$ cat config.mk
export PLATFORM = sky130hd
export DESIGN_NAME = ola_top
export DESIGN_NICKNAME = d
export VERILOG_FILES = /design/src/ola_pkg.sv /design/src/ola_load_if.sv /design/src/ola_otp_loader.sv /design/src/ola_top.sv
export SDC_FILE = /design/constraint.sdc
export NUM_CORES = 1
export LEC_CHECK = 0
export ABC_CLOCK_PERIOD_IN_PS = 6100
export BUFFER_PORTS_ARGS = -buffer_cell sky130_fd_sc_hd__buf_2
export CELL_PAD_IN_SITES_DETAIL_PLACEMENT = 1
export CELL_PAD_IN_SITES_GLOBAL_PLACEMENT = 2
export CORE_MARGIN = 3
export CORE_UTILIZATION = 35
export CTS_BUF_LIST = sky130_fd_sc_hd__clkbuf_8 sky130_fd_sc_hd__clkbuf_16
export CTS_CLUSTER_SIZE = 8
export DETAILED_ROUTE_END_ITERATION = 16
export MAX_ROUTING_LAYER = met4
export PLACE_DENSITY_LB_ADDON = 0.3
export SLEW_MARGIN = 5
export SYNTH_ARGS = -nofsm -noshare
export SYNTH_HDL_FRONTEND = slang
export SYNTH_SLANG_ARGS = --single-unit
$ cat constraint.sdc
create_clock -name clk -period 6.1 [get_ports clk]
set_input_delay 0.61 -clock clk [delete_from_list [all_inputs] [get_ports clk]]
set_output_delay 0.61 -clock clk [all_outputs]
set_load 0.03 [all_outputs]
$ cat src/ola_pkg.sv
/*
 Constants, register map and types for the OTP reset loader and ADC limit block.
 Assumes a 40 MHz clock, an APB bus with byte addresses and an OTP with one-cycle read latency.
*/
// Functional notes
// - Single cell: threshold 800mV plus code times 32.42mV.
// - Battery mode: threshold 1699mV plus code times 47.66mV.
// - Temperature limit 115C plus 5.55C per code.
// - Reset load replaces control register defaults.
// - Load OTP 0x00, 0x01, 0x03 first.
// - Load output voltage bytes 0x09, 0x0B-0x0D.
// - Load bias and buck-boost bytes 0x0E-0x12.
// - Load linear regulator bytes 0x13-0x15.
// - Load buck bytes 0x16 through 0x19.
// - Load ADC control 0x1C and limits 0x1D.
// - Unique identifier from OTP 0x20 and 0x21.
// - Temperature grade code held from 0x2F.
// - Charge counter calibrations from 0x33, 0x34.
// - Oscillator trim constant from OTP 0x35.
// - Interrupt output low while condition pending.
// - Zero interval freezes both ADC fault flags.
package ola_pkg;

    localparam int ADDR_W     = 12;
    localparam int NUM_CTRL   = 21;
    localparam int NUM_INFO   = 8;
    localparam int NUM_LOAD   = NUM_CTRL + NUM_INFO;
    localparam int IDX_ADCCC  = 19;
    localparam int IDX_LIMITS = 20;
    localparam int INFO_OSC   = 7;

    // Printed offsets are register indices; byte address is four times the index.
    localparam logic [ADDR_W-1:0] LIMITS_INDEX = 12'h05d;
    localparam logic [ADDR_W-1:0] ADCCC_INDEX  = 12'h05c;
    localparam logic [ADDR_W-1:0] ADDR_LIMITS  = 12'(LIMITS_INDEX << 2);
    localparam logic [ADDR_W-1:0] ADDR_ADCCC   = 12'(ADCCC_INDEX << 2);
    localparam logic [ADDR_W-1:0] CTRL_END     = 12'h04c;
    localparam logic [ADDR_W-1:0] INFO_BASE    = 12'h100;
    localparam logic [ADDR_W-1:0] INFO_END     = 12'h120;
    localparam logic [ADDR_W-1:0] ADDR_STATUS  = 12'h180;
    localparam logic [ADDR_W-1:0] ADDR_MASK    = 12'h184;

    localparam logic [7:0] CTRL_RESET   = 8'h00;
    localparam logic [7:0] LIMITS_RESET = 8'h00;
    localparam logic [7:0] INFO_RESET   = 8'h00;
    localparam logic [2:0] MASK_RESET   = 3'h0;

    localparam int SLT_MSB = 7;
    localparam int SLT_LSB = 3;
    localparam int OTL_MSB = 2;
    localparam int OTL_LSB = 0;
    localparam int IVL_MSB = 2;
    localparam int IVL_LSB = 0;
    localparam int ST_SUPPLY_LOW = 0;
    localparam int ST_OVERTEMP   = 1;
    localparam int ST_LOAD_DONE  = 2;

    // Supply thresholds in units of 10 uV, temperature in units of 0.01 C.
    localparam logic [18:0] SC_BASE   = 19'h138_80;
    localparam logic [18:0] SC_STEP   = 19'h00c_aa;
    localparam logic [18:0] MB_BASE   = 19'h297_ac;
    localparam logic [18:0] MB_STEP   = 19'h012_9e;
    localparam logic [15:0] TEMP_BASE = 16'h2cec;
    localparam logic [15:0] TEMP_STEP = 16'h022b;

    // OTP address of each loaded byte: 21 control images, then the 8 info bytes.
    localparam logic [5:0] OTP_MAP [NUM_LOAD] = '{
        6'h00, 6'h01, 6'h03,
        6'h09, 6'h0b, 6'h0c, 6'h0d,
        6'h0e, 6'h0f, 6'h10, 6'h11, 6'h12,
        6'h13, 6'h14, 6'h15,
        6'h16, 6'h17, 6'h18, 6'h19,
        6'h1c, 6'h1d,
        6'h20, 6'h21, 6'h2f, 6'h30, 6'h31, 6'h33, 6'h34, 6'h35};

    typedef enum logic [1:0] {
        LD_REQ  = 2'b00,
        LD_WAIT = 2'b01,
        LD_CAP  = 2'b10,
        LD_DONE = 2'b11
    } ola_ld_state_t;

endpackage

$ cat src/ola_load_if.sv
/*
 Carrier between the OTP loader and the register file.
 Assumes both ends run on the same clock.
*/
interface ola_load_if;
    logic [5:0] otpAddr;
    logic       otpRd;
    logic [7:0] otpData;
    logic       wrEn;
    logic [4:0] wrIdx;
    logic [7:0] wrData;
    logic       done;

    modport loader (output otpAddr, otpRd, wrEn, wrIdx, wrData, done, input otpData);
    modport regs   (input otpAddr, otpRd, wrEn, wrIdx, wrData, done, output otpData);
endinterface

$ cat src/ola_otp_loader.sv
/*
 Walks the OTP map once after reset and writes each byte to the register file.
 Assumes OTP data is valid in the cycle after a read strobe.
*/
module ola_otp_loader (
    input wire logic  clk,
    input wire logic  rst_b,
    ola_load_if.loader ld
);
    ola_pkg::ola_ld_state_t state_ff;
    logic [4:0]             idx_ff;

    ////////////////////////////////////////////////////////////////////////////////////////
    // walk OTP map
    always_ff @(posedge clk) begin
        if (!rst_b) begin
            state_ff   <= ola_pkg::LD_REQ;
            idx_ff     <= 5'h00;
            ld.otpAddr <= 6'h00;
            ld.otpRd   <= 1'b0;
            ld.wrEn    <= 1'b0;
            ld.wrIdx   <= 5'h00;
            ld.wrData  <= 8'h00;
            ld.done    <= 1'b0;
        end else begin
            case (state_ff)
                ola_pkg::LD_REQ: begin
                    ld.wrEn    <= 1'b0;
                    ld.otpAddr <= ola_pkg::OTP_MAP[idx_ff];
                    ld.otpRd   <= 1'b1;
                    state_ff   <= ola_pkg::LD_WAIT;
                end
                ola_pkg::LD_WAIT: begin
                    ld.otpRd <= 1'b0;
                    state_ff <= ola_pkg::LD_CAP;
                end
                ola_pkg::LD_CAP: begin
                    ld.wrEn   <= 1'b1;
                    ld.wrIdx  <= idx_ff;
                    ld.wrData <= ld.otpData;
                    if (idx_ff == 5'(ola_pkg::NUM_LOAD - 1)) begin
                        state_ff <= ola_pkg::LD_DONE;
                    end else begin
                        idx_ff   <= idx_ff + 5'h01;
                        state_ff <= ola_pkg::LD_REQ;
                    end
                end
                default: begin
                    ld.wrEn <= 1'b0;
                    ld.done <= 1'b1;
                end
            endcase
        end
    end
endmodule

$ cat src/ola_top.sv
/*
 OTP reset loader, ADC limit comparison, status, interrupt and APB register file.
 Assumes APB3 signalling, synchronous inputs and ADC samples as one-cycle strobes.
*/
module ola_top #(
    parameter int SUPPLY_W = 19
) (
    input wire logic                                   clk,
    input wire logic                                   rst_b,
    input wire logic                                   psel,
    input wire logic                                   penable,
    input wire logic                                   pwrite,
    input wire logic [ola_pkg::ADDR_W-1:0]             paddr,
    input wire logic [31:0]                            pwdata,
    output logic                                       pready,
    output logic [31:0]                                prdata,
    output logic                                       pslverr,
    output logic [5:0]                                 otpAddr,
    output logic                                       otpRd,
    input wire logic [7:0]                             otpData,
    input wire logic                                   singleCellSelect,
    input wire logic                                   adcSample,
    input wire logic [SUPPLY_W-1:0]                    supplyLevel,
    input wire logic [15:0]                            tempLevel,
    output logic [ola_pkg::NUM_CTRL-1:0][7:0]          ctrlRegs_ff,
    output logic [7:0]                                 oscillatorTrim,
    output logic                                       loadDone,
    output logic                                       regulatorEnable,
    output logic                                       interruptOutLow_b
);
    if (SUPPLY_W < 19) begin : g_bad_width
        $error("SUPPLY_W must hold 19 bits of threshold");
    end

    ola_load_if ld ();

    ola_otp_loader u_loader (
        .clk   (clk),
        .rst_b (rst_b),
        .ld    (ld.loader)
    );

    assign otpAddr    = ld.otpAddr;
    assign otpRd      = ld.otpRd;
    assign ld.otpData = otpData;
    assign loadDone   = ld.done;

    ////////////////////////////////////////////////////////////////////////////////////////
    // Address decode.

    logic [4:0] busIdx;
    logic       ctrlHit;
    logic       infoHit;
    logic       statusHit;
    logic       maskHit;
    logic       anyHit;
    wire        aligned = (paddr[1:0] == 2'b00);

    always_comb begin
        busIdx    = 5'h00;
        ctrlHit   = 1'b0;
        infoHit   = 1'b0;
        statusHit = 1'b0;
        maskHit   = 1'b0;
        if (paddr == ola_pkg::ADDR_LIMITS) begin
            ctrlHit = 1'b1;
            busIdx  = 5'(ola_pkg::IDX_LIMITS);
        end else if (paddr == ola_pkg::ADDR_ADCCC) begin
            ctrlHit = 1'b1;
            busIdx  = 5'(ola_pkg::IDX_ADCCC);
        end else if (paddr < ola_pkg::CTRL_END && aligned) begin
            ctrlHit = 1'b1;
            busIdx  = paddr[6:2];
        end else if (paddr >= ola_pkg::INFO_BASE && paddr < ola_pkg::INFO_END && aligned) begin
            infoHit = 1'b1;
            busIdx  = {2'b00, paddr[4:2]};
        end else if (paddr == ola_pkg::ADDR_STATUS) begin
            statusHit = 1'b1;
        end else if (paddr == ola_pkg::ADDR_MASK) begin
            maskHit = 1'b1;
        end
    end

    assign anyHit = ctrlHit | infoHit | statusHit | maskHit;

    ////////////////////////////////////////////////////////////////////////////////////////
    // APB slave. One wait state; the access phase stalls until the load is done.

    logic [7:0]              info_ff [ola_pkg::NUM_INFO];
    logic [2:0]              status_ff;
    logic [2:0]              mask_ff;
    logic [7:0]              rdByte;
    wire                     accessPh = psel & penable;
    wire                     answer   = accessPh & ld.done & !pready;
    wire                     busDone  = accessPh & pready;
    wire                     busWr    = busDone & pwrite & anyHit;

    assign rdByte = ctrlHit   ? ctrlRegs_ff[busIdx] :
                    infoHit   ? info_ff[busIdx[2:0]] :
                    statusHit ? {5'h00, status_ff} :
                    maskHit   ? {5'h00, mask_ff} : 8'h00;

    always_ff @(posedge clk) begin
        if (!rst_b) begin
            pready  <= 1'b0;
            prdata  <= 32'h0000_0000;
            pslverr <= 1'b0;
        end else begin
            pready  <= answer;
            pslverr <= answer & !anyHit;
            if (answer) begin
                prdata <= {24'h00_0000, rdByte};
            end
        end
    end

    ////////////////////////////////////////////////////////////////////////////////////////
    // Control and info registers. Loader writes come first and the bus is locked out
    // until they finish, so the two never collide.

    wire loadCtrl = ld.wrEn && ld.wrIdx < 5'(ola_pkg::NUM_CTRL);
    wire loadInfo = ld.wrEn && ld.wrIdx >= 5'(ola_pkg::NUM_CTRL);
    wire [4:0] infoSlot = ld.wrIdx - 5'(ola_pkg::NUM_CTRL);

    always_ff @(posedge clk) begin
        if (!rst_b) begin
            ctrlRegs_ff <= {ola_pkg::NUM_CTRL{ola_pkg::CTRL_RESET}};
            ctrlRegs_ff[ola_pkg::IDX_LIMITS] <= ola_pkg::LIMITS_RESET;
        end else if (loadCtrl) begin
            ctrlRegs_ff[ld.wrIdx] <= ld.wrData;
        end else if (busWr && ctrlHit) begin
            ctrlRegs_ff[busIdx] <= pwdata[7:0];
        end
    end

    always_ff @(posedge clk) begin
        if (!rst_b) begin
            info_ff <= '{default: ola_pkg::INFO_RESET};
        end else if (loadInfo) begin
            info_ff[infoSlot[2:0]] <= ld.wrData;
        end
    end

    assign oscillatorTrim = info_ff[ola_pkg::INFO_OSC];

    always_ff @(posedge clk) begin
        if (!rst_b) begin
            regulatorEnable <= 1'b0;
        end else begin
            regulatorEnable <= ld.done;
        end
    end

    ////////////////////////////////////////////////////////////////////////////////////////
    // Limit comparison.

    wire [7:0] limits   = ctrlRegs_ff[ola_pkg::IDX_LIMITS];
    wire [4:0] slCode   = limits[ola_pkg::SLT_MSB:ola_pkg::SLT_LSB];
    wire [2:0] otCode   = limits[ola_pkg::OTL_MSB:ola_pkg::OTL_LSB];
    wire       interval = |ctrlRegs_ff[ola_pkg::IDX_ADCCC][ola_pkg::IVL_MSB:ola_pkg::IVL_LSB];

    wire [18:0] scThresh = 19'(ola_pkg::SC_BASE + 19'(slCode) * ola_pkg::SC_STEP);
    wire [18:0] mbThresh = 19'(ola_pkg::MB_BASE + 19'(slCode) * ola_pkg::MB_STEP);
    wire [18:0] supplyThresh = singleCellSelect ? scThresh : mbThresh;
    wire [15:0] tempLimit = 16'(ola_pkg::TEMP_BASE + 16'(otCode) * ola_pkg::TEMP_STEP);

    wire supplyLow = supplyLevel < SUPPLY_W'(supplyThresh);
    wire overTemp  = tempLevel > tempLimit;

    ////////////////////////////////////////////////////////////////////////////////////////
    // Status, mask and interrupt. A set in the same cycle as a clear wins.

    logic [2:0] statusSet;
    logic [2:0] statusClr;
    logic [2:0] nxt_status;

    assign statusSet[ola_pkg::ST_SUPPLY_LOW] = adcSample & interval & supplyLow;
    assign statusSet[ola_pkg::ST_OVERTEMP]   = adcSample & interval & overTemp;
    assign statusSet[ola_pkg::ST_LOAD_DONE]  = ld.done & !regulatorEnable;
    assign statusClr  = (busWr && statusHit) ? pwdata[2:0] : 3'h0;
    assign nxt_status = (status_ff & ~statusClr) | statusSet;

    always_ff @(posedge clk) begin
        if (!rst_b) begin
            status_ff <= 3'h0;
            mask_ff   <= ola_pkg::MASK_RESET;
        end else begin
            status_ff <= nxt_status;
            if (busWr && maskHit) begin
                mask_ff <= pwdata[2:0];
            end
        end
    end

    always_ff @(posedge clk) begin
        if (!rst_b) begin
            interruptOutLow_b <= 1'b1;
        end else begin
            interruptOutLow_b <= ~|(status_ff & mask_ff);
        end
    end
endmodule

After elaboration in Yosys (flattened, before gate mapping)
Memory sizes are Yosys's and may differ from the RTL's. A register that Yosys moved wholly into a read port is not among the register bits.
Index checks and enable logic that the tools add are counted.
{"block": "totals", "n_memories": 1, "romBits": 192, "reg_bits": 273, "out_inout_bits": 220}
{"block": "classes", "n_lt_le_gt_ge": 14, "n_addsub": 5, "mul": 3, "reduce_logical": 25, "n_eq_ne": 7, "mux": 48, "n_bitwise": 22}
{"name": "(name not given)", "depth": 32, "word_bits": 6, "read_ports": 1, "rd_ports_with_merged_regs": 1, "write_ports": 0, "line_no": "ola_otp_loader.sv:29", "text": "ld.otpAddr <= ola_pkg::OTP_MAP[idx_ff];"}
{"operator": "bitwise mux 168 bit", "n": 2}
{"operator": "2-to-1 mux 168 bit", "n": 2}
{"operator": "demux 8 bit (select 5 bit)", "n": 2}
{"operator": "bitwise mux 64 bit", "n": 1}
{"operator": "2-to-1 mux 8 bit", "n": 8}
{"operator": "equality test 12 x 9 -> 1 bit (second input constant)", "n": 4}
{"operator": "binary-select mux 8 bit (select 5 bit)", "n": 1}
{"operator": "binary-select mux 8 bit (select 3 bit)", "n": 1}
{"operator": "demux 8 bit (select 3 bit)", "n": 1}
{"operator": "adder 18 x 18 -> 19 bit (first input constant)", "n": 1}
{"operator": "less-than comparator 19 bit", "n": 1}
{"operator": "2-to-1 mux 19 bit", "n": 1}
{"operator": "adder 17 x 17 -> 18 bit (first input constant)", "n": 1}
{"operator": "2-to-1 mux 1 bit", "n": 18}
{"operator": "multiplier 5 x 12 -> 17 bit (second input constant)", "n": 1}
{"operator": "> comparator 16 x 15 -> 1 bit", "n": 1}
{"operator": "multiplier 5 x 11 -> 16 bit (second input constant)", "n": 1}
{"operator": "adder 14 x 13 -> 15 bit (first input constant)", "n": 1}
{"operator": "2-to-1 mux 5 bit", "n": 3}
{"operator": "multiplier 3 x 10 -> 13 bit (second input constant)", "n": 1}
{"operator": "greater-or-equal comparator 12 x 9 -> 1 bit (second input constant)", "n": 1}
{"operator": "less-than comparator 12 x 7 -> 1 bit (second input constant)", "n": 1}
{"operator": "less-than comparator 12 x 9 -> 1 bit (second input constant)", "n": 1}
{"operator": "less-than comparator 5 x 6 -> 1 bit (second input constant)", "n": 2}
{"operator": "29 further kinds", "n": 67}

Depth between registers and ports, before layout
Gate-level depths: netlist (run 1).
{"block": "depth", "ltp_word": 16, "ltp_mapped": 22, "ltp_nobuf": 22}

Hierarchy
From an unflattened synthesis (run 1), not the netlist that was laid out.
{"block": "unflattened", "cells_unflattened": 2135, "area_unflattened_um2": 18509.0}
{"mod": "ola_top", "area_per_inst_um2": 17112.7, "seq_area_each_um2": 5004.8, "cells_per_inst": 1984, "instances": 1}
{"mod": "ola_otp_loader", "area_per_inst_um2": 1396.3, "seq_area_each_um2": 580.6, "cells_per_inst": 151, "instances": 1}

Worst setup path after synthesis (run 1)
No wires, ideal clock.
{"block": "synth_path", "path_type": "flip-flop to flip-flop", "from": "reg ctrlRegs_ff (netlist bit limits[6])", "to": "reg status_ff[0]", "synth_period_minus_slack_ns": 5.001, "setup_slack_ns": 1.099, "t_arrival_ns": 4.900, "setup_ns": 0.101, "stages_incl_launch_ff": 18, "cell_sequence": "dfxtp_1 inv_1 ha_1 ha_1 or2_2 fa_1 ha_1 a2111oi_0 o21ai_0 o211ai_1 and4b_1 o31ai_2 a21oi_1 or3_1 ha_1 o2111ai_1 a21oi_1 o41ai_1"}
{"block": "synth_via", "elab_chain_len": 6, "word_cells_on_any_way": 8}
{"element": "start: declaration", "line_no": "ola_top.sv:25", "text": "output logic [ola_pkg::NUM_CTRL-1:0][7:0] ctrlRegs_ff,"}
{"element": "start signal: assignment", "line_no": "ola_top.sv:127", "text": "ctrlRegs_ff <= {ola_pkg::NUM_CTRL{ola_pkg::CTRL_RESET}};"}
{"element": "start signal: indexed assignment", "line_no": "ola_top.sv:128", "text": "ctrlRegs_ff[ola_pkg::IDX_LIMITS] <= ola_pkg::LIMITS_RESET;"}
{"element": "start signal: indexed assignment", "line_no": "ola_top.sv:130", "text": "ctrlRegs_ff[ld.wrIdx] <= ld.wrData;"}
{"element": "multiplier 5 x 12 -> 17 bit or multiplier 5 x 11 -> 16 bit (tied branches)", "line_no": "ola_top.sv:163, ola_top.sv:162"}
{"element": "adder 18 x 18 -> 19 bit or adder 17 x 17 -> 18 bit (tied branches)", "line_no": "ola_top.sv:163, ola_top.sv:162"}
{"element": "2-to-1 mux 19 bit *", "line_no": "ola_top.sv:164", "text": "wire [18:0] supplyThresh = singleCellSelect ? scThresh : mbThresh;"}
{"element": "less-than comparator 19 bit *", "line_no": "ola_top.sv:167", "text": "wire supplyLow = supplyLevel < SUPPLY_W'(supplyThresh);"}
{"element": "bitwise AND 1 bit *", "line_no": "ola_top.sv:177", "text": "assign statusSet[ola_pkg::ST_SUPPLY_LOW] = adcSample & interval & supplyLow;"}
{"element": "OR 3 bit *", "line_no": "ola_top.sv:181", "text": "assign nxt_status = (status_ff & ~statusClr) | statusSet;"}
{"element": "end signal: assignment", "line_no": "ola_top.sv:188", "text": "status_ff <= nxt_status;"}
{"element": "end: declaration", "line_no": "ola_top.sv:90", "text": "logic [2:0] status_ff;"}
Mark *: on every way between the ends. The rest lies on a longest branch, timed or not.
A chain may end at the register's enable or synchronous reset.

Final worst setup path (run 1)
Same ends and word-level chain as after synthesis.

==> results.ini, run 1 <==
[die]
die_area_mm2=0.0558
rows=83
coreArea_mm2=0.0518
ios=314
dieHeight_um=236
initial_core_util=0.358
chipWidth_um=236

[place]
place_area_mm2=0.0202
gp_congestion=0.959
dp_hpwl_um=58200
portBuffers=264
dp_slack_ns=0.723

[cts]
cts.htree.levels=2
cts_root_buf=clkbuf_16
cts_buffers=41
cts_hold_buf=0
clk_latency_ns=0.56
clk_pin_slew_ns=0.06
cts_sinks=279
cts_setup_buffers=0
cts_tree=built
clk_path_buf_depth=3
cts_resized=0

[run_status]
status=complete, no violations

[global_route]
globalRouteTotalUtil=0.283
grt_pass1_vias=18300
antenna_found_initial=4
overflow=0
grt_pass1_wl_um=119000
grt_max_degree=88

[pwr]
peakVddDrop_mv=0.172
power.density_mw_per_mm2=195
p_leak_nw=10.1
power_w=0.00413

[synth]
ys_seq_elements=279
syn_inst=2121
yosys_warnings=0
syn_avg_cell_area_um2=8.74
synth_edf_count=0
ys.flop_type=dfxtp_1
ys_seq_area_frac=0.301
async_reset_ff_frac=0
syn_area_mm2=0.0185
yosys.cell_types.count=97

[worst_setup_path]
arrival_ns=5.89
cp.required_ns=6.54
end_kind=flop
cp_max_fo=7
worstSetupPathType=reg2reg
reg2regPathDepth=16
crit_path_start_kind=flop

[run]
drv_cap=0

[detailed_routing]
drt_wl_total_um=80000
drc=0
drtPass1Iterations=6
ant_nets=0
drt-wirelength-per-cell_um=26.9
vias=18200
viasPerCell=6.11
drt_iter0_drc=1815

[timing]
fin_worst_skew_ns=0.0233
drv_slew=0
setup_viol=0
period_needed_ns=5.45
finalCritPeriodShare=0.893
setup_ws_ns=0.652
rsz0062_at_grt=no
clock.fmax_mhz=184
hold_viol=0
slew_headroom=0.157
worstMarginPinSlew_ns=1.26
fin_setup_tns_ns=0

[finish]
stdcell_area_mm2=0.0212
seq_area_mm2=0.00559
nNetsFinal=2508
fillerInstances=6110
drive_gt1_frac=0.186
final_util=0.410
syn_to_final_growth_pct=14.4
multiInputGateArea_mm2=0.0119

[min_path]
worst_hold_path_type=in2reg
hold_depth=3

power by group:
group          leakage (nW)  switching, W  internal, W
sequential             2.25     0.0000112      0.00183
clock                 0.525      0.000831      0.00118
combinational          7.37      0.000200    0.0000789
total                  10.1       0.00104      0.00309
cells in the final DEF, fill, tap and decap left out, types with 10 or more instances in the layout:
cell type,netlist,routed
xnor2_1,39,39
o22ai_1,16,16
and2_1,47,47
a21o_1,16,15
inv_1,52,55
a22o_1,36,36
o211ai_1,12,12
ha_1,114,114
a211oi_1,16,16
o21ai_0,66,65
nor2_1,63,61
o211a_1,122,122
o21a_1,17,16
a21oi_1,79,78
or2_2,10,10
buf_2,32,263
nand2_1,233,233
nor2b_1,126,126
nor3_1,28,28
mux2i_1,109,109
fa_1,11,11
clkbuf_16,0,41
nand3_1,22,22
a22oi_1,137,137
nand4_1,11,11
nand2b_1,13,13
nor2_2,20,22
dfxtp_1,279,277
conb_1,1,24
buf_4,41,35
a221oi_1,16,16
nor3_2,12,12
xor2_1,13,13
a222oi_1,28,28
critical path, stage by stage (launching register included):
cell and delay (ns):
dfxtp_1 0.45, buf_4 0.23, fa_1 0.48, fa_1 0.48, ha_1 0.33, ha_1 0.26, a211oi_1 0.45, o21ai_0 0.30
o211ai_1 0.46, and4b_1 0.28, o31ai_2 0.32, a21oi_1 0.12, or3_1 0.36, ha_1 0.30, o2111ai_1 0.12, a21oi_1 0.06
o41ai_1 0.34
cell families after synthesis:
family,count (synthesis),synth area share
and+or+nand+nor,647,0.186
DFF,279,0.301
other,1,0.000202
buffers and inverters,251,0.0617
muxes,112,0.0613
xor gates and xnor gates,52,0.0246
AOI/OAI and AO/OA,654,0.276
adders and majority gates,125,0.0888
worst paths after layout:
check / end / slack (ns) / start
max: status_ff[0]$_SDFF_PN0_ / 0.65 / limits[6]$_SDFFE_PN0P_
min: u_loader.ld.wrData[3]$_SDFFE_PN0P_ / 0.33 / otpData[3]
max reg2reg: status_ff[0]$_SDFF_PN0_ / 0.65 / limits[6]$_SDFFE_PN0P_
min reg2reg: u_loader.ld.otpAddr[4]$_SDFFE_PN0P_ / 0.48 / u_loader.ld.otpAddr[4]$_SDFFE_PN0P_
cell type report:
type / count / share of cell area
flip-flops and latches: 279 / 0.263
clock inverters: 4 / 0.000943
clock buffers: 41 / 0.0483
well taps: 680 / 0.0401
diodes: 5 / 0.000590
repair buffers: 299 / 0.0749
multi-input cells: 1614 / 0.562
inverters: 54 / 0.00955
metal layers:
metal,global-route usage,routed length (um),vias up
met4,0.0874,2700,0
met2,0.459,37600,773
met3,0.0398,5440,163
met1,0.365,34300,9115
met5,-,0,-
li1,-,-,8119
cells in the mapped netlist (17+ instances only):
master | instances | area share
a22oi_1 | 137 | 0.055
ha_1 | 114 | 0.077
buf_4 | 41 | 0.017
a21oi_1 | 79 | 0.021
mux2i_1 | 109 | 0.059
o211a_1 | 122 | 0.066
and2_1 | 47 | 0.016
buf_1 | 21 | 0.0043
a222oi_1 | 28 | 0.015
buf_2 | 32 | 0.0086
nor2b_1 | 126 | 0.042
nor3_1 | 28 | 0.0076
o21ai_0 | 66 | 0.018
nor2_1 | 63 | 0.013
dfxtp_1 | 279 | 0.30
inv_1 | 52 | 0.011
nor2_2 | 20 | 0.0067
nand3_1 | 22 | 0.0059
nand2_1 | 233 | 0.047
a22o_1 | 36 | 0.017
clkbuf_1 | 102 | 0.021
xnor2_1 | 39 | 0.018
o21a_1 | 17 | 0.0069
per-stage QoR:
stage                     hold slack (ns)  std cells
after global routing                0.351       2975
after floorplan                     0.453       2144
after detailed placement            0.479       2926
final                               0.333       2976
after global placement              0.468       2926
after CTS                           0.316       2971
state kept, by name, indices dropped and copies added (netlist names):
register / flops
mask_ff: 3
u_loader.ld.otpAddr: 6
regulatorEnable: 1
u_loader.ld.wrEn: 1
u_loader.state_ff: 2
ctrlRegs_ff: 160
info_ff: 56
u_loader.ld.wrData: 8
prdata: 8
u_loader.ld.otpRd: 1
u_loader.ld.done: 1
status_ff: 3
u_loader.ld.wrIdx: 5
pslverr: 1
u_loader.idx_ff: 5
limits: 8
pready: 1
interruptOutLow_b: 1
oscillatorTrim: 8
Note: power is estimated with default switching activity, not from simulation.
==> run 2: changes to the inputs <==
RECOVER_POWER = 25   (was default)
==> results.ini, run 2 (synthesis results as in run 1) <==
[run_status]
status=finished with violations  ; was complete, no violations
violations=capacitance limit, slew limit

[global_route]
grt_pass1_wl_um=119000  ; unchanged
grt_pass1_vias=18300  ; unchanged
grt_max_degree=88  ; unchanged
globalRouteTotalUtil=0.283  ; unchanged
overflow=0  ; unchanged
antenna_found_initial=4  ; unchanged

[detailed_routing]
drtPass1Iterations=7  ; was 6
drc=0  ; unchanged
viasPerCell=6.07  ; was 6.11
vias=18100  ; was 18,200
drt-wirelength-per-cell_um=26.9  ; about the same
drt_iter0_drc=1793  ; was 1,815
drt_wl_total_um=80000  ; about the same
ant_nets=0  ; unchanged

[finish]
regMostFlops=ctrlRegs_ff  ; unchanged
layout_common_cells=dfxtp_1 (277), nand2_1 (233), buf_2 (153)  ; was dfxtp_1 (277), buf_2 (263), nand2_1 (233)
largest_reg_flops=160  ; unchanged
fillerInstances=6175  ; was 6,110
nNetsFinal=2508  ; unchanged
syn_to_final_growth_pct=13.6  ; was 14.4%
instances_no_fill=2976  ; unchanged
layout_commonest_cell=dfxtp_1  ; unchanged
seq_area_mm2=0.00559  ; unchanged
drive_gt1_frac=0.137  ; was 0.186
multiInputGateArea_mm2=0.0119  ; unchanged
largestRegisters=ctrlRegs_ff: 160 flops, info_ff: 56 flops  ; unchanged

[die]
dieHeight_um=236  ; unchanged
rows=83  ; unchanged
chipWidth_um=236  ; unchanged
coreArea_mm2=0.0518  ; unchanged
ios=314  ; unchanged
initial_core_util=0.358  ; unchanged
die_area_mm2=0.0558  ; unchanged

[pwr]
p_clk_frac=0.486  ; about the same
p_leak_nw=9.65  ; was 10.1 nW
p_int_w=0.00309  ; about the same
peakVddDrop_mv=0.171  ; was 0.172 mV
p_switching_w=0.00104  ; about the same
power.density_mw_per_mm2=196  ; was 195 mW/mm^2
swShare=0.252  ; about the same
p_comb_frac=0.068  ; about the same
pwr-share-seq=0.446  ; about the same

[timing]
finalCritPeriodShare=0.894  ; was 0.893
slew_headroom=-0.822  ; was 0.157
drv_slew=217  ; was 0
period_needed_ns=5.46  ; was 5.45 ns
fin_worst_skew_ns=0.0234  ; was 0.0233 ns
worstMarginPinSlew_ns=2.73  ; was 1.26 ns
hold_viol=0  ; unchanged
clock.fmax_mhz=183  ; was 184 MHz
setup_ws_ns=0.644  ; was 0.652 ns
rsz0062_at_grt=no  ; unchanged
fin_setup_tns_ns=0  ; unchanged
setup_viol=0  ; unchanged

[place]
dp_slack_ns=0.723  ; unchanged
portBuffers=264  ; unchanged
dp_hpwl_um=58200  ; unchanged
gp_congestion=0.959  ; unchanged
placedCellCount=2926  ; unchanged

[worst_setup_path]
cp.required_ns=6.53  ; was 6.54 ns
arrival_ns=5.89  ; about the same
reg2regPathDepth=16  ; unchanged
cp_max_fo=7  ; unchanged
r2r_start=limits[6]$_SDFFE_PN0P_  ; unchanged
r2r_setup_slack_ns=0.64  ; was 0.65 ns
worstReg2RegEnd=status_ff[0]$_SDFF_PN0_  ; unchanged
end_kind=flop  ; unchanged
crit_path_start_kind=flop  ; unchanged
worstSetupPathType=reg2reg  ; unchanged
crit_start=limits[6]$_SDFFE_PN0P_  ; unchanged
crit_end=status_ff[0]$_SDFF_PN0_  ; unchanged

[cts]
cts_root_buf=clkbuf_16  ; unchanged
cts_hold_buf=0  ; unchanged
cts_sinks=279  ; unchanged
cts_setup_buffers=0  ; unchanged
cts_resized=0  ; unchanged
cts_tree=built  ; unchanged
clk_latency_ns=0.56  ; about the same
clk_path_buf_depth=3  ; unchanged
clk_pin_slew_ns=0.06  ; about the same
cts_buffers=41  ; unchanged
cts.htree.levels=2  ; unchanged

[run]
drv_cap=3  ; was 0

[min_path]
worst_hold_path_type=in2reg  ; unchanged
min_from=otpData[3]  ; unchanged

## run 2: changes by cell type in the layout (fill, tap and decap cells not counted), sizes merged
cell    change
buf       -113
clkbuf    +113
## run 2: worst max-delay path: stages (launching register included)
cell       delay [ns]
dfxtp_1          0.45
buf_4            0.23
fa_1             0.48
fa_1             0.48
ha_1             0.33
ha_1             0.26
a211oi_1         0.45
o21ai_0          0.30
o211ai_1         0.45
and4b_1          0.28
o31ai_2          0.33
a21oi_1          0.13
or3_1            0.36
ha_1             0.30
o2111ai_1        0.12
a21oi_1          0.06
o41ai_1          0.34
## run 2: worst min-delay path by stage
| stage | to | slack [ns] | cells after the start |
|---|---|---|---|
| final | u_loader.ld.wrData[3]$_SDFFE_PN0P_ | 0.33 | 3 |
| after global routing | u_loader.ld.wrData[6]$_SDFFE_PN0P_ | 0.35 | 3 |
| after CTS | u_loader.ld.wrData[3]$_SDFFE_PN0P_ | 0.32 | 3 |
| after detailed placement | u_loader.ld.otpAddr[4]$_SDFFE_PN0P_ | 0.48 | 2 |
| after global placement | u_loader.ld.otpRd$_SDFFE_PN0P_ | 0.47 | 2 |
| after floorplan | status_ff[0]$_SDFF_PN0_ | 0.45 | 2 |
## run 2: cell type report
type | count | area share
clock inverters | 4 | 0.000950
diodes | 5 | 0.000594
inverters | 54 | 0.00962
well taps | 680 | 0.0404
flip-flops and latches | 279 | 0.265
multi-input cells | 1614 | 0.566
repair buffers | 299 | 0.0683
clock buffers | 41 | 0.0487
## run 2: metal layers
| layer | vias up | part of all wire | track usage | wire length [um] |
|---|---|---|---|---|
| li1 | 8124 | - | - | - |
| met1 | 9069 | 0.43 | 0.365 | 34700 |
| met2 | 723 | 0.47 | 0.459 | 37600 |
| met3 | 157 | 0.063 | 0.0398 | 5060 |
| met4 | 0 | 0.032 | 0.0874 | 2580 |
| met5 | - | 0 | - | 0 |
## run 2: through the flow
step,cell area [um^2],power (W),utilization,hold WS [ns]
after detailed placement,20200,0.00215,0.389,0.479
after floorplan,18600,0.00206,-,0.453
final,21100,0.00413,0.407,0.333
after global placement,20200,0.00215,0.389,0.468
after CTS,21200,0.00416,0.409,0.316
after global routing,21100,0.00425,0.407,0.351
## run 2: power by group through the flow
stage	combinational (W)	sequential [W]	clock, W
2_1_floorplan	0.000175	0.00188	0
3_3_place_gp	0.000266	0.00188	0
3_5_place_dp	0.000273	0.00188	0
4_1_cts	0.000274	0.00184	0.00204
5_1_grt	0.000296	0.00184	0.00211
6_report	0.000279	0.00184	0.00201
==> run 3: changes to the inputs <==
CORE_MARGIN = 1.5   (was 3)
==> results.ini, run 3 (synthesis results as in run 1) <==
[place]
dp_hpwl_um=57100  ; was 58,200 um
portBuffers=264  ; unchanged
gp_congestion=0.902  ; was 0.959

[cts]
clk_path_buf_depth=3  ; unchanged
cts_sinks=279  ; unchanged
clk_pin_slew_ns=0.06  ; about the same
cts_hold_buf=0  ; unchanged
cts_tree=built  ; unchanged
cts_root_buf=clkbuf_16  ; unchanged
cts.htree.levels=2  ; unchanged
cts_resized=0  ; unchanged
cts_buffers=41  ; unchanged
cts_setup_buffers=0  ; unchanged
clk_latency_ns=0.57  ; was 0.56 ns

[detailed_routing]
drtPass1Iterations=6  ; was 7
drt_wl_total_um=79700  ; was 80,000 um
vias=18100  ; about the same
drt_iter0_drc=1689  ; was 1,793
viasPerCell=6.07  ; about the same
ant_nets=0  ; unchanged
drc=0  ; unchanged
drt-wirelength-per-cell_um=26.7  ; was 26.9 um

[timing]
rsz0062_at_grt=no  ; unchanged
fin_worst_skew_ns=0.0185  ; was 0.0234 ns
finalCritPeriodShare=0.915  ; was 0.894
period_needed_ns=5.58  ; was 5.46 ns
drv_slew=186  ; was 217
clock.fmax_mhz=179  ; was 183 MHz
worstMarginPinSlew_ns=3.50  ; was 2.73 ns
setup_viol=0  ; unchanged
hold_viol=0  ; unchanged
fin_setup_tns_ns=0  ; unchanged
fin_hold_ws_ns=0.309  ; was 0.333 ns
slew_headroom=-1.33  ; was -0.822

[finish]
final_util=0.403  ; was 0.407
fillerInstances=6194  ; was 6,175
layout_common_cells=dfxtp_1 (278), nand2_1 (233), buf_2 (153)  ; was dfxtp_1 (277), nand2_1 (233), buf_2 (153)
regMostFlops=ctrlRegs_ff  ; unchanged
layout_commonest_cell=dfxtp_1  ; unchanged
seq_area_mm2=0.00559  ; about the same
largest_reg_flops=160  ; unchanged
syn_to_final_growth_pct=13.9  ; was 13.6%
nNetsFinal=2505  ; was 2,508
multiInputGateArea_mm2=0.0119  ; about the same
largestRegisters=ctrlRegs_ff: 160 flops, info_ff: 56 flops  ; unchanged
drive_gt1_frac=0.137  ; about the same

[pwr]
p_switching_w=0.00107  ; was 0.00104 W
peakVddDrop_mv=0.168  ; was 0.171 mV
pwr-share-seq=0.435  ; was 0.446
swShare=0.252  ; about the same
p_leak_nw=9.68  ; was 9.65 nW
p_int_w=0.00317  ; was 0.00309 W
power.density_mw_per_mm2=200  ; was 196 mW/mm^2
p_clk_frac=0.499  ; was 0.486
p_comb_frac=0.066  ; was 0.068

[run_status]
violations=capacitance limit, slew limit  ; unchanged
status=finished with violations  ; unchanged

[worst_setup_path]
end_kind=flop  ; unchanged
crit_path_start_kind=flop  ; unchanged
arrival_ns=6.04  ; was 5.89 ns
cp.required_ns=6.56  ; was 6.53 ns
cp_max_fo=11  ; was 7
worstSetupPathType=reg2reg  ; unchanged

[run]
drv_cap=2  ; was 3

[die]
die_area_mm2=0.0544  ; was 0.0558 mm^2
initial_core_util=0.354  ; was 0.358
coreArea_mm2=0.0524  ; was 0.0518 mm^2
dieHeight_um=233  ; was 236 um
ios=314  ; unchanged
rows=84  ; was 83
chipWidth_um=233  ; was 236 um

[min_path]
worst_hold_path_type=in2reg  ; unchanged

[global_route]
grt_pass1_vias=17900  ; was 18,300
globalRouteTotalUtil=0.295  ; was 0.283
overflow=0  ; unchanged
antenna_found_initial=5  ; was 4
grt_max_degree=101  ; was 88
grt_pass1_wl_um=117000  ; was 119,000 um

==> run 3: worst paths after layout <==
kind | start | end | slack (ns) | depth (start not counted)
setup reg to reg | limits[6]$_SDFFE_PN0P_ | status_ff[0]$_SDFF_PN0_ | 0.52 | 17
hold / removal | otpData[1] | u_loader.ld.wrData[1]$_SDFFE_PN0P_ | 0.31 | 3
setup / recovery | limits[6]$_SDFFE_PN0P_ | status_ff[0]$_SDFF_PN0_ | 0.52 | 17
hold reg to reg | u_loader.ld.otpRd$_SDFFE_PN0P_ | u_loader.ld.otpRd$_SDFFE_PN0P_ | 0.48 | 2
==> run 3: layout make-up <==
cell class,instances,share of cell area
Multi-Input combinational cell,1614,0.564
Sequential cell,279,0.264
Timing Repair Buffer,296,0.0672
Clock buffer,45,0.0522
Tap cell,688,0.0407
Inverter,54,0.00959
Clock inverter,4,0.00101
Antenna cell,5,0.000592
==> run 3: routing by layer <==
layer | GRT usage | vias to the layer above | routed length, um
li1 | - | 8121 | -
met3 | 0.0427 | 121 | 5400
met4 | 0.0938 | 0 | 2300
met2 | 0.464 | 712 | 36900
met1 | 0.387 | 9152 | 35200
met5 | - | - | 0
==> run 3: power groups by stage <==
stage	Sequential [W]	Clock [W]	Combinational [W]
2_1_floorplan	0.00188	0	0.000175
3_3_place_gp	0.00188	0	0.000270
3_5_place_dp	0.00188	0	0.000275
4_1_cts	0.00184	0.00215	0.000275
5_1_grt	0.00184	0.00222	0.000298
6_report	0.00184	0.00211	0.000281
==> run 3: critical path, cell delays in order (launching register included) <==
cell and delay [ns]:
dfxtp_1 0.68, inv_1 0.18, ha_1 0.27, ha_1 0.18
or2_2 0.28, fa_1 0.46, ha_1 0.42, a2111oi_0 0.39
o21ai_0 0.28, o211ai_1 0.48, and4b_1 0.28, o31ai_2 0.33
a21oi_1 0.10, or3_1 0.36, ha_1 0.30, o2111ai_1 0.11
a21oi_1 0.07, o41ai_1 0.31
==> run 3: per-stage QoR <==
stage	cells	cell area [um^2]	setup WS [ns]	total power (W)
final	2985	21100	0.518	0.00424
after global routing	2985	21100	0.145	0.00436
after CTS	2980	21300	0.541	0.00427
after detailed placement	2931	20100	0.555	0.00215
after global placement	2931	20100	0.657	0.00215
after floorplan	2144	18600	1.10	0.00206
